File: src/logic/mulc_regs.vh
// Behaviour
// - low hold then rising edge enters communication mode, starts 300 us timeout.
// - code timeout stops at first sync bit of an incoming frame.
// - wrong code, abort or bad transaction returns to output mode; retry allowed.
// - correct code with lowest bit set after pulse entry sets hold bit, disables output, stays unlocked.
// - analog mode opens 40 ms window after reset and shadow load; expiry locks.
// - analog mode locks after three failed unlock attempts until next reset.
// - second sync pauses window; wrong code or abort resumes it, counts failure.
// - overvoltage and guard: unlock value first, then 1 ms for code with hold set.
// - no overvoltage, guard set: unlock value, then 1 ms for either access code.
// - no overvoltage, guard clear: access code accepted directly in 40 ms window.
// - correct analog-mode access code keeps device unlocked until next reset.
// - access code is 31 fixed upper bits; its lowest bit loads the hold bit.
// - hold bit disables output; clears on reset or a write of zero.
// - codes are 32-bit writes to 0x86; access codes c2d8e67b and c2d8e67a.
// - customer access allows factory reads but blocks factory writes.
// - frame ends in 3-bit CRC over non-sync bits, initialised to 111.
// - Manchester one is a falling mid-bit edge, zero a rising one.
// - frame is 2 sync, rw, 2 cs, 8 address, 32 data on writes, 3 CRC.
`ifndef MULC_REGS_VH
`define MULC_REGS_VH
`define MULC_ACCESS_ADDR 8'h86
`define MULC_CODE_HI 31'h616c733d
`define MULC_CRC_INIT 3'h7
`define MULC_CRC_POLY 3'h3
`define MULC_MODE_ANALOG 2'h0
`define MULC_MODE_PWM 2'h1
`define MULC_MODE_SENT 2'h2
`define MULC_SENT_HOLD_TICKS 8'h1e
`define MULC_MAX_FAILS 2'h3
// timing counts at 25 mhz: 300 us, 40 ms, 1 ms
`define MULC_T_CODE_CYC 24'h001d4c
`define MULC_T_WIN_CYC 24'h0f4240
`define MULC_T_STAGE_CYC 24'h0061a8
`define MULC_RD_BITS 6'h0e
`define MULC_WR_BITS 6'h2e
`endif

File: src/logic/mulc_unlock.v
`timescale 1ns/1ps
`include "mulc_regs.vh"
module mulc_unlock #(
   parameter [23:0] CODE_CYC = `MULC_T_CODE_CYC,
   parameter [23:0] WIN_CYC = `MULC_T_WIN_CYC,
   parameter [23:0] STAGE_CYC = `MULC_T_STAGE_CYC,
   parameter [2:0] CRC_POLY = `MULC_CRC_POLY,
   // arbitrary neutral value for the fixed unlock word
   parameter [31:0] UNLOCK_VAL = 32'h5a5a0f0f
) (
   input wire CLK_SYS,
   input wire RESET_N,
   input wire LINE_IN,
   input wire OVERVOLTAGE_ENTRY,
   input wire [1:0] OUTPUT_MODE,
   input wire ANALOG_SERIAL_GUARD,
   input wire OVERVOLTAGE_REQUIRED,
   input wire SHADOW_LOADED,
   input wire [23:0] PWM_PERIOD_CYC,
   input wire [15:0] SENT_TICK_CYC,
   output wire OUTPUT_DISABLE,
   output wire COMM_ACTIVE,
   output wire UNLOCKED,
   output wire SERIAL_HOLD,
   output wire FACTORY_WR_BLOCK,
   output wire ACCESS_LOCKED_OUT,
   output wire [1:0] FAIL_COUNT,
   output reg FRAME_WR_STB,
   output reg FRAME_RD_STB,
   output reg FRAME_CRC_ERR,
   output reg [1:0] FRAME_CS,
   output reg [7:0] FRAME_ADDR,
   output reg [31:0] FRAME_DATA
);
   localparam [3:0] S_IDLE = 4'h1;
   localparam [3:0] S_MEAS = 4'h2;
   localparam [3:0] S_SAMP = 4'h4;
   localparam [3:0] S_EDGE = 4'h8;

   function [2:0] crc_step;
      input [2:0] c;
      input b;
      begin
         crc_step = {c[1:0], 1'b0} ^ ((c[2] ^ b) ? CRC_POLY : 3'h0);
      end
   endfunction

   reg [1:0] ln_sync_r;
   reg [1:0] ov_sync_r;
   reg ln_prev_r;
   wire ln = ln_sync_r[1];
   wire ov = ov_sync_r[1];
   wire fall = ln_prev_r & ~ln;
   wire rise = ~ln_prev_r & ln;

   reg [3:0] st_r;
   reg [15:0] cnt_r;
   reg [15:0] half_r;
   reg [5:0] bitn_r;
   reg bit_r;
   reg rw_r;
   reg [45:0] sr_r;
   reg [2:0] crc_r;
   reg first_r;
   reg sync2_r;
   reg done_r;
   reg abort_r;

   reg comm_r;
   reg hold_r;
   reg ana_unl_r;
   reg locked_r;
   reg paused_r;
   reg stage_r;
   reg [1:0] fails_r;
   reg tmo_run_r;
   reg [23:0] tmo_r;
   reg [23:0] win_r;
   reg t1_run_r;
   reg [23:0] t1_r;
   reg [25:0] low_r;

   wire pulse_mode = (OUTPUT_MODE != `MULC_MODE_ANALOG);
   wire unl = pulse_mode ? hold_r : ana_unl_r;
   wire win_open = ~pulse_mode & SHADOW_LOADED & ~locked_r;
   wire rx_en = pulse_mode ? (comm_r | hold_r) :
                (ana_unl_r | (win_open & (ov | ~OVERVOLTAGE_REQUIRED)));
   wire [5:0] len = rw_r ? `MULC_RD_BITS : `MULC_WR_BITS;
   wire [16:0] samp_at = {1'b0, half_r} + {2'b00, half_r[15:1]};
   wire [16:0] edge_max = {half_r, 1'b0};
   wire last_bit = (bitn_r != 6'h00) && (bitn_r == len);

   // receiver, only listening while entry is possible or unlocked
   always @(posedge CLK_SYS or negedge RESET_N) begin
      if (!RESET_N) begin
         ln_sync_r <= 2'h3;
         ov_sync_r <= 2'h0;
         ln_prev_r <= 1'b1;
         st_r <= S_IDLE;
         cnt_r <= 16'h0000;
         half_r <= 16'h0000;
         bitn_r <= 6'h00;
         bit_r <= 1'b0;
         rw_r <= 1'b0;
         sr_r <= 46'h0;
         crc_r <= `MULC_CRC_INIT;
         first_r <= 1'b0;
         sync2_r <= 1'b0;
         done_r <= 1'b0;
         abort_r <= 1'b0;
      end else begin
         ln_sync_r <= {ln_sync_r[0], LINE_IN};
         ov_sync_r <= {ov_sync_r[0], OVERVOLTAGE_ENTRY};
         ln_prev_r <= ln;
         first_r <= 1'b0;
         sync2_r <= 1'b0;
         done_r <= 1'b0;
         abort_r <= 1'b0;
         cnt_r <= cnt_r + 16'h0001;
         case (st_r)
            S_IDLE: begin
               if (rx_en && fall) begin
                  st_r <= S_MEAS;
                  cnt_r <= 16'h0000;
                  crc_r <= `MULC_CRC_INIT;
                  first_r <= 1'b1;
               end
            end
            S_MEAS: begin
               if (rise) begin
                  half_r <= cnt_r;
                  cnt_r <= 16'h0000;
                  bitn_r <= 6'h00;
                  st_r <= S_SAMP;
               end else if (cnt_r == 16'hffff) begin
                  st_r <= S_IDLE;
                  abort_r <= 1'b1;
               end
            end
            S_SAMP: begin
               if ({1'b0, cnt_r} == samp_at) begin
                  bit_r <= ln;
                  cnt_r <= 16'h0000;
                  st_r <= S_EDGE;
                  if (bitn_r == 6'h00) begin
                     if (ln) begin
                        st_r <= S_IDLE;
                        abort_r <= 1'b1;
                     end else begin
                        sync2_r <= 1'b1;
                     end
                  end else begin
                     sr_r <= {sr_r[44:0], ln};
                     if (bitn_r == 6'h01)
                        rw_r <= ln;
                     if (bitn_r + 6'h03 <= len)
                        crc_r <= crc_step(crc_r, ln);
                     if (last_bit) begin
                        st_r <= S_IDLE;
                        done_r <= 1'b1;
                     end
                  end
               end
            end
            S_EDGE: begin
               if (ln != bit_r) begin
                  cnt_r <= 16'h0000;
                  bitn_r <= bitn_r + 6'h01;
                  st_r <= S_SAMP;
               end else if ({1'b0, cnt_r} > edge_max) begin
                  st_r <= S_IDLE;
                  abort_r <= 1'b1;
               end
            end
            default: st_r <= S_IDLE;
         endcase
      end
   end

   // frame decode
   wire crc_ok = (sr_r[2:0] == crc_r);
   wire is_wr = ~rw_r;
   wire [1:0] f_cs = rw_r ? sr_r[12:11] : sr_r[44:43];
   wire [7:0] f_addr = rw_r ? sr_r[10:3] : sr_r[42:35];
   wire [31:0] f_data = sr_r[34:3];
   wire to_port = crc_ok & is_wr & (f_addr == `MULC_ACCESS_ADDR);
   wire code_ok = to_port & (f_data[31:1] == `MULC_CODE_HI);
   wire unlock_ok = to_port & (f_data == UNLOCK_VAL);
   wire ana_code_ok = code_ok & (f_data[0] | ~OVERVOLTAGE_REQUIRED);
   wire [25:0] hold_need = (OUTPUT_MODE == `MULC_MODE_PWM) ?
      {1'b0, PWM_PERIOD_CYC, 1'b0} :
      ({10'h000, SENT_TICK_CYC} * {18'h00000, `MULC_SENT_HOLD_TICKS});
   wire ana_fail = ~pulse_mode & paused_r & ~ana_unl_r &
      ((done_r & ~(ANALOG_SERIAL_GUARD & ~stage_r ? unlock_ok :
                   ana_code_ok)) | abort_r);
   wire t1_fail = t1_run_r & (t1_r == STAGE_CYC);
   wire any_fail = ana_fail | (~paused_r & t1_fail);

   always @(posedge CLK_SYS or negedge RESET_N) begin
      if (!RESET_N) begin
         comm_r <= 1'b0;
         hold_r <= 1'b0;
         ana_unl_r <= 1'b0;
         locked_r <= 1'b0;
         paused_r <= 1'b0;
         stage_r <= 1'b0;
         fails_r <= 2'h0;
         tmo_run_r <= 1'b0;
         tmo_r <= 24'h000000;
         win_r <= 24'h000000;
         t1_run_r <= 1'b0;
         t1_r <= 24'h000000;
         low_r <= 26'h0000000;
      end else begin
         // pulse-triggered entry
         if (ln || !pulse_mode || comm_r || hold_r)
            low_r <= 26'h0000000;
         else if (low_r != 26'h3ffffff)
            low_r <= low_r + 26'h0000001;
         if (pulse_mode && !comm_r && !hold_r && rise &&
             low_r >= hold_need) begin
            comm_r <= 1'b1;
            tmo_run_r <= 1'b1;
            tmo_r <= 24'h000000;
         end
         if (tmo_run_r) begin
            tmo_r <= tmo_r + 24'h000001;
            if (first_r) begin
               tmo_run_r <= 1'b0;
            end else if (tmo_r == CODE_CYC) begin
               tmo_run_r <= 1'b0;
               comm_r <= 1'b0;
            end
         end
         if (pulse_mode && comm_r && (done_r || abort_r)) begin
            comm_r <= 1'b0;
            if (done_r && code_ok)
               hold_r <= f_data[0];
         end
         if (done_r && unl && code_ok)
            hold_r <= f_data[0];
         if (!pulse_mode && !ana_unl_r) begin
            if (win_open && !paused_r) begin
               win_r <= win_r + 24'h000001;
               if (win_r == WIN_CYC)
                  locked_r <= 1'b1;
            end
            if (sync2_r) begin
               paused_r <= 1'b1;
               t1_run_r <= 1'b0;
            end
            if (t1_run_r)
               t1_r <= t1_r + 24'h000001;
            if (done_r || abort_r)
               paused_r <= 1'b0;
            if (done_r && paused_r && !ana_fail) begin
               if (ANALOG_SERIAL_GUARD && !stage_r) begin
                  stage_r <= 1'b1;
                  t1_run_r <= 1'b1;
                  t1_r <= 24'h000000;
               end else begin
                  ana_unl_r <= 1'b1;
                  hold_r <= f_data[0];
               end
            end
            if (any_fail) begin
               stage_r <= 1'b0;
               t1_run_r <= 1'b0;
               fails_r <= fails_r + 2'h1;
               if (fails_r == `MULC_MAX_FAILS - 2'h1)
                  locked_r <= 1'b1;
            end
         end
      end
   end

   // forwarded register traffic once unlocked
   always @(posedge CLK_SYS or negedge RESET_N) begin
      if (!RESET_N) begin
         FRAME_WR_STB <= 1'b0;
         FRAME_RD_STB <= 1'b0;
         FRAME_CRC_ERR <= 1'b0;
         FRAME_CS <= 2'h0;
         FRAME_ADDR <= 8'h00;
         FRAME_DATA <= 32'h00000000;
      end else begin
         FRAME_WR_STB <= done_r & unl & crc_ok & is_wr & ~to_port;
         FRAME_RD_STB <= done_r & unl & crc_ok & rw_r;
         FRAME_CRC_ERR <= done_r & ~crc_ok;
         if (done_r) begin
            FRAME_CS <= f_cs;
            FRAME_ADDR <= f_addr;
            FRAME_DATA <= rw_r ? 32'h00000000 : f_data;
         end
      end
   end

   assign OUTPUT_DISABLE = hold_r | comm_r;
   assign COMM_ACTIVE = comm_r;
   assign UNLOCKED = unl;
   assign SERIAL_HOLD = hold_r;
   assign FACTORY_WR_BLOCK = unl;
   assign ACCESS_LOCKED_OUT = locked_r;
   assign FAIL_COUNT = fails_r;
endmodule // mulc_unlock

File: config.mk
export PLATFORM = sky130hd
export DESIGN_NAME = mulc_unlock
export DESIGN_NICKNAME = d
export VERILOG_FILES = /design/src/logic/mulc_unlock.v
export VERILOG_INCLUDE_DIRS = /design/src /design/src/logic
export SDC_FILE = /design/constraint.sdc
export NUM_CORES = 1
export LEC_CHECK = 0
export ABC_AREA = 1
export ABC_CLOCK_PERIOD_IN_PS = 5400
export BUFFER_PORTS_ARGS = -buffer_cell sky130_fd_sc_hd__clkbuf_2
export CORE_MARGIN = 10
export CORE_UTILIZATION = 44
export CTS_BUF_LIST = sky130_fd_sc_hd__clkbuf_16
export DETAILED_ROUTE_END_ITERATION = 16
export SETUP_SLACK_MARGIN = 0.1
export SKIP_CTS_REPAIR_TIMING = 1
export SLEW_MARGIN = 0
export SYNTH_ARGS = -nofsm -noshare
export SYNTH_HDL_FRONTEND = slang
export SYNTH_SLANG_ARGS = --single-unit
File: constraint.sdc
create_clock -name CLK_SYS -period 5.4 [get_ports CLK_SYS]
set_clock_uncertainty 0.2 [all_clocks]
set_input_delay 0.81 -clock CLK_SYS [delete_from_list [all_inputs] [get_ports CLK_SYS]]
set_output_delay 0.81 -clock CLK_SYS [all_outputs]
set_load 0.1 [all_outputs]
Word-level counts from Yosys, hierarchy flattened --
Cells that the tools add are included.
Storage, ports and cells: flip-flop bits (word level) 254, output and inout bits 53
Operators by class: add/sub/neg operators 9, $mul 1, magnitude comparators 3, equality and inequality tests 27, multiplexer cells 85, bitwise gates (word level) 45, reductions and logical operators 49
Operator list (number):
- two-way mux 24 bit | 5
- adder 24 x 1 -> 24 bit (second input constant) | 3
- two-way mux 16 bit | 4
- one-hot mux 16 bit (4 select lines) | 1
- two-way mux 26 bit | 2
- two-way mux 1 bit | 48
- two-way mux 4 bit | 9
- == test 32 x 31 -> 1 bit (second input constant) | 1
- two-way mux 32 bit | 1
- == test 31 bit (second input constant) | 1
- adder 26 x 1 -> 26 bit (second input constant) | 1
- >= comparator 26 x 25 -> 1 bit | 1
- inequality test 26 bit (second input constant) | 1
- two-way mux 25 bit | 1
- == test 24 x 13 -> 1 bit (second input constant) | 1
- == test 24 x 15 -> 1 bit (second input constant) | 1
- == test 24 x 20 -> 1 bit (second input constant) | 1
- AND 1 bit | 23
- multiplier 16 x 4 -> 20 bit (second input constant) | 1
- two-way mux 6 bit | 3
- adder 16 x 15 -> 17 bit | 1
- == test 16 x 17 -> 1 bit | 1
- > comparator 16 x 17 -> 1 bit | 1
- adder 16 x 1 -> 16 bit (second input constant) | 1
- other kinds (39) | 106

Longest topological paths before layout --
depth after elaboration 14, depth in mapped cells 28

Least setup slack after synthesis --
No wires, ideal clock.
kind input to register, start point input port SENT_TICK_CYC[4], end point register comm_r (netlist: COMM_ACTIVE), arrival 4.867 ns, setup slack 0.197 ns, stages on the path 27, buffers on the path 1, cell sequence inv_1 > fa_1 > fa_1 > inv_1 > ha_1 > a21oi_1 > o21ai_0 > a21oi_1 > o21ai_0 > inv_1 > nor2_1 > nor2_1 > o21ai_0 > nand2_1 > nand3_1 > nand2_1 > inv_1 > ha_1 > a21oi_1 > nor2_1 > nor2_1 > nand3_1 > a221oi_1 > nand3_1 > nand2_1 > clkbuf_1 > a21oi_1
On the way: word-level cells in the longest chain between the ends 9
RTL lines:
- start, declared | RTL line mulc_unlock.v:20 | input wire [15:0] SENT_TICK_CYC,
- multiplier 16 x 4 -> 20 bit (*) | RTL line mulc_unlock.v:192 | ({10'h000, SENT_TICK_CYC} * {18'h00000, `MULC_SENT_HOLD_TICKS});
- two-way mux 25 bit (*) | RTL line mulc_unlock.v:190 | wire [25:0] hold_need = (OUTPUT_MODE == `MULC_MODE_PWM) ?
- >= comparator 26 x 25 -> 1 bit (*) | RTL line mulc_unlock.v:221 | low_r >= hold_need) begin
- logical AND 1 bit (*) | RTL line mulc_unlock.v:220 | if (pulse_mode && !comm_r && !hold_r && rise &&
- two-way mux 1 bit (*) | RTL line mulc_unlock.v:220
- two-way mux 1 bit | RTL line mulc_unlock.v:230 | end else if (tmo_r == CODE_CYC) begin
- two-way mux 1 bit | RTL line mulc_unlock.v:228 | if (first_r) begin
- two-way mux 1 bit (*) | RTL line mulc_unlock.v:226 | if (tmo_run_r) begin
- two-way mux 1 bit (*) | RTL line mulc_unlock.v:235 | if (pulse_mode && comm_r && (done_r || abort_r)) begin
- end signal, assigned | RTL line mulc_unlock.v:222 | comm_r <= 1'b1;
- end signal, assigned | RTL line mulc_unlock.v:232 | comm_r <= 1'b0;
- end signal, assigned | RTL line mulc_unlock.v:236 | comm_r <= 1'b0;
- end, declared | RTL line mulc_unlock.v:69 | reg comm_r;
Mark *: on every way between the ends. The rest lies on a longest branch, timed or not. A chain may end at the register's enable or synchronous reset.

Worst setup path after layout --
start point input port SENT_TICK_CYC[2], end point register tmo_r[1]
On the way: word-level cells in the longest chain between the ends 5
RTL lines:
- multiplier 16 x 4 -> 20 bit | RTL line mulc_unlock.v:192
- two-way mux 25 bit | RTL line mulc_unlock.v:190
- >= comparator 26 x 25 -> 1 bit | RTL line mulc_unlock.v:221
- logical AND 1 bit | RTL line mulc_unlock.v:220
- nonzero test 2 bit (no source line)
- end signal, assigned | RTL line mulc_unlock.v:227 | tmo_r <= tmo_r + 24'h000001;
- end, declared | RTL line mulc_unlock.v:77 | reg [23:0] tmo_r;
No other way between the ends.

==> run_results.csv <==
group,metric,value,unit
synth,syn-num-nets,2441,
finish,number_of_diodes,0,
run,max-cap-violations,0,
sta,report.final.slew_viol_count,0,
critical_path,worstPathArrival,5.19,ns
critical_path,worst_ep_required_time,5.65,ns
die,initial_utilization,44.8,%
synth,synth.yosys.warnings,0,
finish,areaGrowthSynthToFinish,12.4,%
synth,sequential_area_share_after_synthesis,37.7,%
synth,synth-main-ff-cell,"sky130_fd_sc_hd__dfrtp_1",
die,fp.dieArea,0.0466,mm^2
critical_path,worst_setup_path_end_kind,"register",
synth,postSynthRegisterBits,254,
power_and_ir_drop,power.static_leakage,9.97,nW
route,routed_via_density,5.16,
finish,finish.net_count,2555,
clock_network,tritoncts,"built",
sta,timing.hold.ws,0.0576,ns
critical_path,worst_path_largest_cell_delay,0.53,ns
power_and_ir_drop,pwr-share-seq,39.3,%
synth,mean_syn_cell_area,7.45,um^2
clock_network,insertion_delay,0.57,ns
status,outcome,"completed",
synth,synth_top_area_share,36.6,%
synth,synth-edff-count,0,
sta,final.min_clock_period,4.94,ns
place,replace_congestion,0.887,
clock_network,clkTransAtPathRegs,0.06,ns
critical_path,critical_path.slowest_cell,"sky130_fd_sc_hd__fa_1",
power_and_ir_drop,power.ir.vdd_worst,293,uV
synth,synth_cells,2268,
critical_path,worst-r2r-cell-count,19,
clock_network,clockBufferDepth,3,
route,dr_total_vias,15000,
sta,finalSetupViolCount,0,
critical_path,crit-reg2reg-launch,"half_r[0]",
finish,layout_commonest_cell,"sky130_fd_sc_hd__nand2_1",
power_and_ir_drop,power-per-cell-area,297,mW/mm^2
route,detail_route.iter0.violations,979,
power_and_ir_drop,comb_power_share,28.5,%
power_and_ir_drop,switchingPower,1.95,mW
die,core,0.0378,mm^2
sta,rsz0062_at_grt,"no",
sta,timing_hold_violations_final,0,
die,std_cell_rows,71,
grt,grt.total_usage,18.6,%
route,route.detailed.drc,0,
finish,layout_common_cells,"485 x sky130_fd_sc_hd__nand2_1, 365 x sky130_fd_sc_hd__inv_1, 287 x sky130_fd_sc_hd__nor2_1, 247 x sky130_fd_sc_hd__dfrtp_1, 158 x sky130_fd_sc_hd__nand3_1",
grt,grt_antenna_before_repair,0,
critical_path,critical_path_peak_fanout,8,
clock_network,tritoncts_num_sinks,254,
clock_network,htree_levels,1,
sta,worst-slew-pin-transition,0.822,ns
place,total_of_buffers_placed_on_input_and_output_ports,101,
grt,final_global_route_overflow_total,0,
power_and_ir_drop,power_frac_clock,32.2,%
sta,achievable-frequency,0.202,GHz
die,floorplan.die.height,216,um
synth,yosys.area.top_type,"sky130_fd_sc_hd__dfrtp_1",
synth,post_synth_main_area_contributors,"sky130_fd_sc_hd__dfrtp_1 37%, sky130_fd_sc_hd__nand2_1 11%, sky130_fd_sc_hd__inv_1 7.9%",
clock_network,tritoncts.num_buffers,29,
route,antenna_violating_nets_post_route,0,
finish,stdcell_area,0.0190,mm^2
worst_hold_path,min_path_type,"input port to asynchronous set/reset pin",
grt,pin_count_of_the_biggest_net_entering_global_routing,118,
critical_path,critical_path_most_common_cell,"sky130_fd_sc_hd__nand2_1",
critical_path,worst-setup-path-type,"input port to register",
critical_path,critPathLaunch,"SENT_TICK_CYC[2]",
power_and_ir_drop,power_switching_share,34.6,%
sta,finalCritPeriodShare,91.5,%
critical_path,worstSetupStartpointType,"input port",
grt,grt_pass1_vias,14500,
place,detailed_place_hpwl,33700,um
route,postRouteWirelength,44200,um
sta,slew_headroom,45.0,%
critical_path,worstPathCellList,"clkbuf_2, inv_1, fa_1, fa_1, inv_1, ha_1, nand2_1, nor2_1, a21oi_1, o21ai_0, nand3_1, nand2_1, nor2_1, o31ai_1, inv_1, ha_1, nand2_1, nor4_1, nand4_1, nand3_2, nand2_4, clkbuf_16, nand3_1, nand2_1",
synth,post_synth_instance_area,0.0169,mm^2
grt,grt_first_pass_wirelength,73600,um
clock_network,root_buffer,"sky130_fd_sc_hd__clkbuf_16",
die,io_pins,102,
route,dr.pass1.iters,5,
place,post_dp_cell_area,0.0180,mm^2
synth,postSynth.asyncResetShare,100,%
power_and_ir_drop,cell_internal_pwr,3.68,mW
die,die_width,216,um
sta,setup_tns,0,ns
finish,drive_above_1_share,9.99,%
route,wl_per_cell,15.2,um
synth,ys_types,55,
==> power by group through the flow <==
stage | Combinational (mW) | Sequential (mW) | Clock, mW
after global routing | 1.84 | 2.24 | 1.94
final | 1.60 | 2.21 | 1.81
after detailed placement | 1.56 | 2.24 | 0
after floorplan | 1.12 | 2.20 | 0
after CTS | 1.57 | 2.21 | 1.86
after global placement | 1.53 | 2.24 | 0
==> worst paths after layout <==
| kind | endpoint | slack (ns) |
|---|---|---|
| setup / recovery | tmo_r[1] | 0.46 |
| hold / removal | low_r[9] | 0.06 |
| setup reg to reg | sr_r[43] | 1.96 |
| hold reg to reg | ov_sync_r[1] | 0.16 |
| max in group asynchronous | sr_r[14] | 3.86 |
| min in group CLK_SYS | ln_sync_r[0] | 0.12 |
==> worst max-delay path, delay by kind of cell <==
kind | cells | cell delay (ns)
fa+ha+maj | 4 | 1.61
simple gates | 12 | 1.49
compound gates | 3 | 0.76
buf+inv | 5 | 0.52
==> state kept, by name, summed over array words and instances, names as in the netlist, 2 cells and up <==
register and flops:
FAIL_COUNT 2, FRAME_ADDR 8, FRAME_CS 2, FRAME_DATA 32
bitn_r 6, cnt_r 16, crc_r 3, half_r 16
ln_sync_r 2, low_r 26, ov_sync_r 2, sr_r 45
st_r 4, t1_r 24, tmo_r 24, win_r 24
==> per-stage QoR <==
stage / instances / power (mW) / setup slack [ns] / utilization [%]
6_report: 2914 / 5.63 / 0.457 / 50.3
5_1_grt: 2914 / 6.02 / 0.0844 / 50.3
4_1_cts: 2912 / 5.64 / 0.330 / 50.0
3_5_place_dp: 2860 / 3.80 / -0.225 / 47.8
3_3_place_gp: 2860 / 3.77 / -0.0171 / 47.8
2_1_floorplan: 2268 / 3.32 / 0.197 / -
==> cell usage after synthesis (3+ instances only) <==
cell type	n
sky130_fd_sc_hd__o31ai_1	3
sky130_fd_sc_hd__dfrtp_1	247
sky130_fd_sc_hd__o211ai_1	6
sky130_fd_sc_hd__nand2_2	7
sky130_fd_sc_hd__a31oi_1	19
sky130_fd_sc_hd__buf_2	7
sky130_fd_sc_hd__a21oi_1	69
sky130_fd_sc_hd__clkbuf_1	25
sky130_fd_sc_hd__nor2_1	290
sky130_fd_sc_hd__xor2_1	46
sky130_fd_sc_hd__nor3b_1	3
sky130_fd_sc_hd__buf_4	3
sky130_fd_sc_hd__nand3_2	3
sky130_fd_sc_hd__a221oi_1	3
sky130_fd_sc_hd__inv_1	357
sky130_fd_sc_hd__nand3b_1	10
sky130_fd_sc_hd__o22ai_1	3
sky130_fd_sc_hd__o21bai_1	5
sky130_fd_sc_hd__nor3_2	6
sky130_fd_sc_hd__dfstp_2	7
sky130_fd_sc_hd__and2_1	3
sky130_fd_sc_hd__inv_2	5
sky130_fd_sc_hd__ha_1	94
sky130_fd_sc_hd__nand2_1	487
sky130_fd_sc_hd__nor2_4	4
sky130_fd_sc_hd__o21ai_0	135
sky130_fd_sc_hd__buf_6	7
sky130_fd_sc_hd__or2_2	14
sky130_fd_sc_hd__buf_1	4
sky130_fd_sc_hd__nor3_1	64
sky130_fd_sc_hd__nand3_1	160
sky130_fd_sc_hd__nand4_1	65
sky130_fd_sc_hd__a211oi_1	3
sky130_fd_sc_hd__xnor2_1	22
sky130_fd_sc_hd__nor4_1	23
sky130_fd_sc_hd__mux2i_1	3
sky130_fd_sc_hd__fa_1	30
==> layer usage <==
metal  vias up  routed length (um)  GRT usage, %
met2       265               20700          30.5
met1      7147               20900          25.7
li1       7554                   -             -
met3        61                1670          2.45
met5         -                   0             0
met4         0                 936          4.05
==> final cells by class <==
class                           instances  area [um^2]
Inverter                              364         1370
Clock buffer                           29          726
Multi-Input combinational cell       1603         8990
Timing Repair Buffer                  130          776
Tap cell                              511          639
Clock inverter                         23          131
Sequential cell                       254         6360
Fill cell                            3730        18800
==> logic make-up (layout without fill, tap and decap cells) <==
| kind of cell | Yosys count | in the layout | share of synthesized area, % |
|---|---|---|---|
| AO/OA/AOI/OAI | 258 | 258 | 8.34 |
| multiplexers | 3 | 3 | 0.178 |
| adder cells (fa/ha/maj) | 124 | 124 | 10.5 |
| XOR/XNOR | 68 | 68 | 3.52 |
| buffers and inverters | 411 | 546 | 9.58 |
| AND/OR/NAND/NOR | 1150 | 1150 | 30.2 |
| flip-flops | 254 | 254 | 37.7 |
Note: power is estimated with default switching activity, not from simulation.
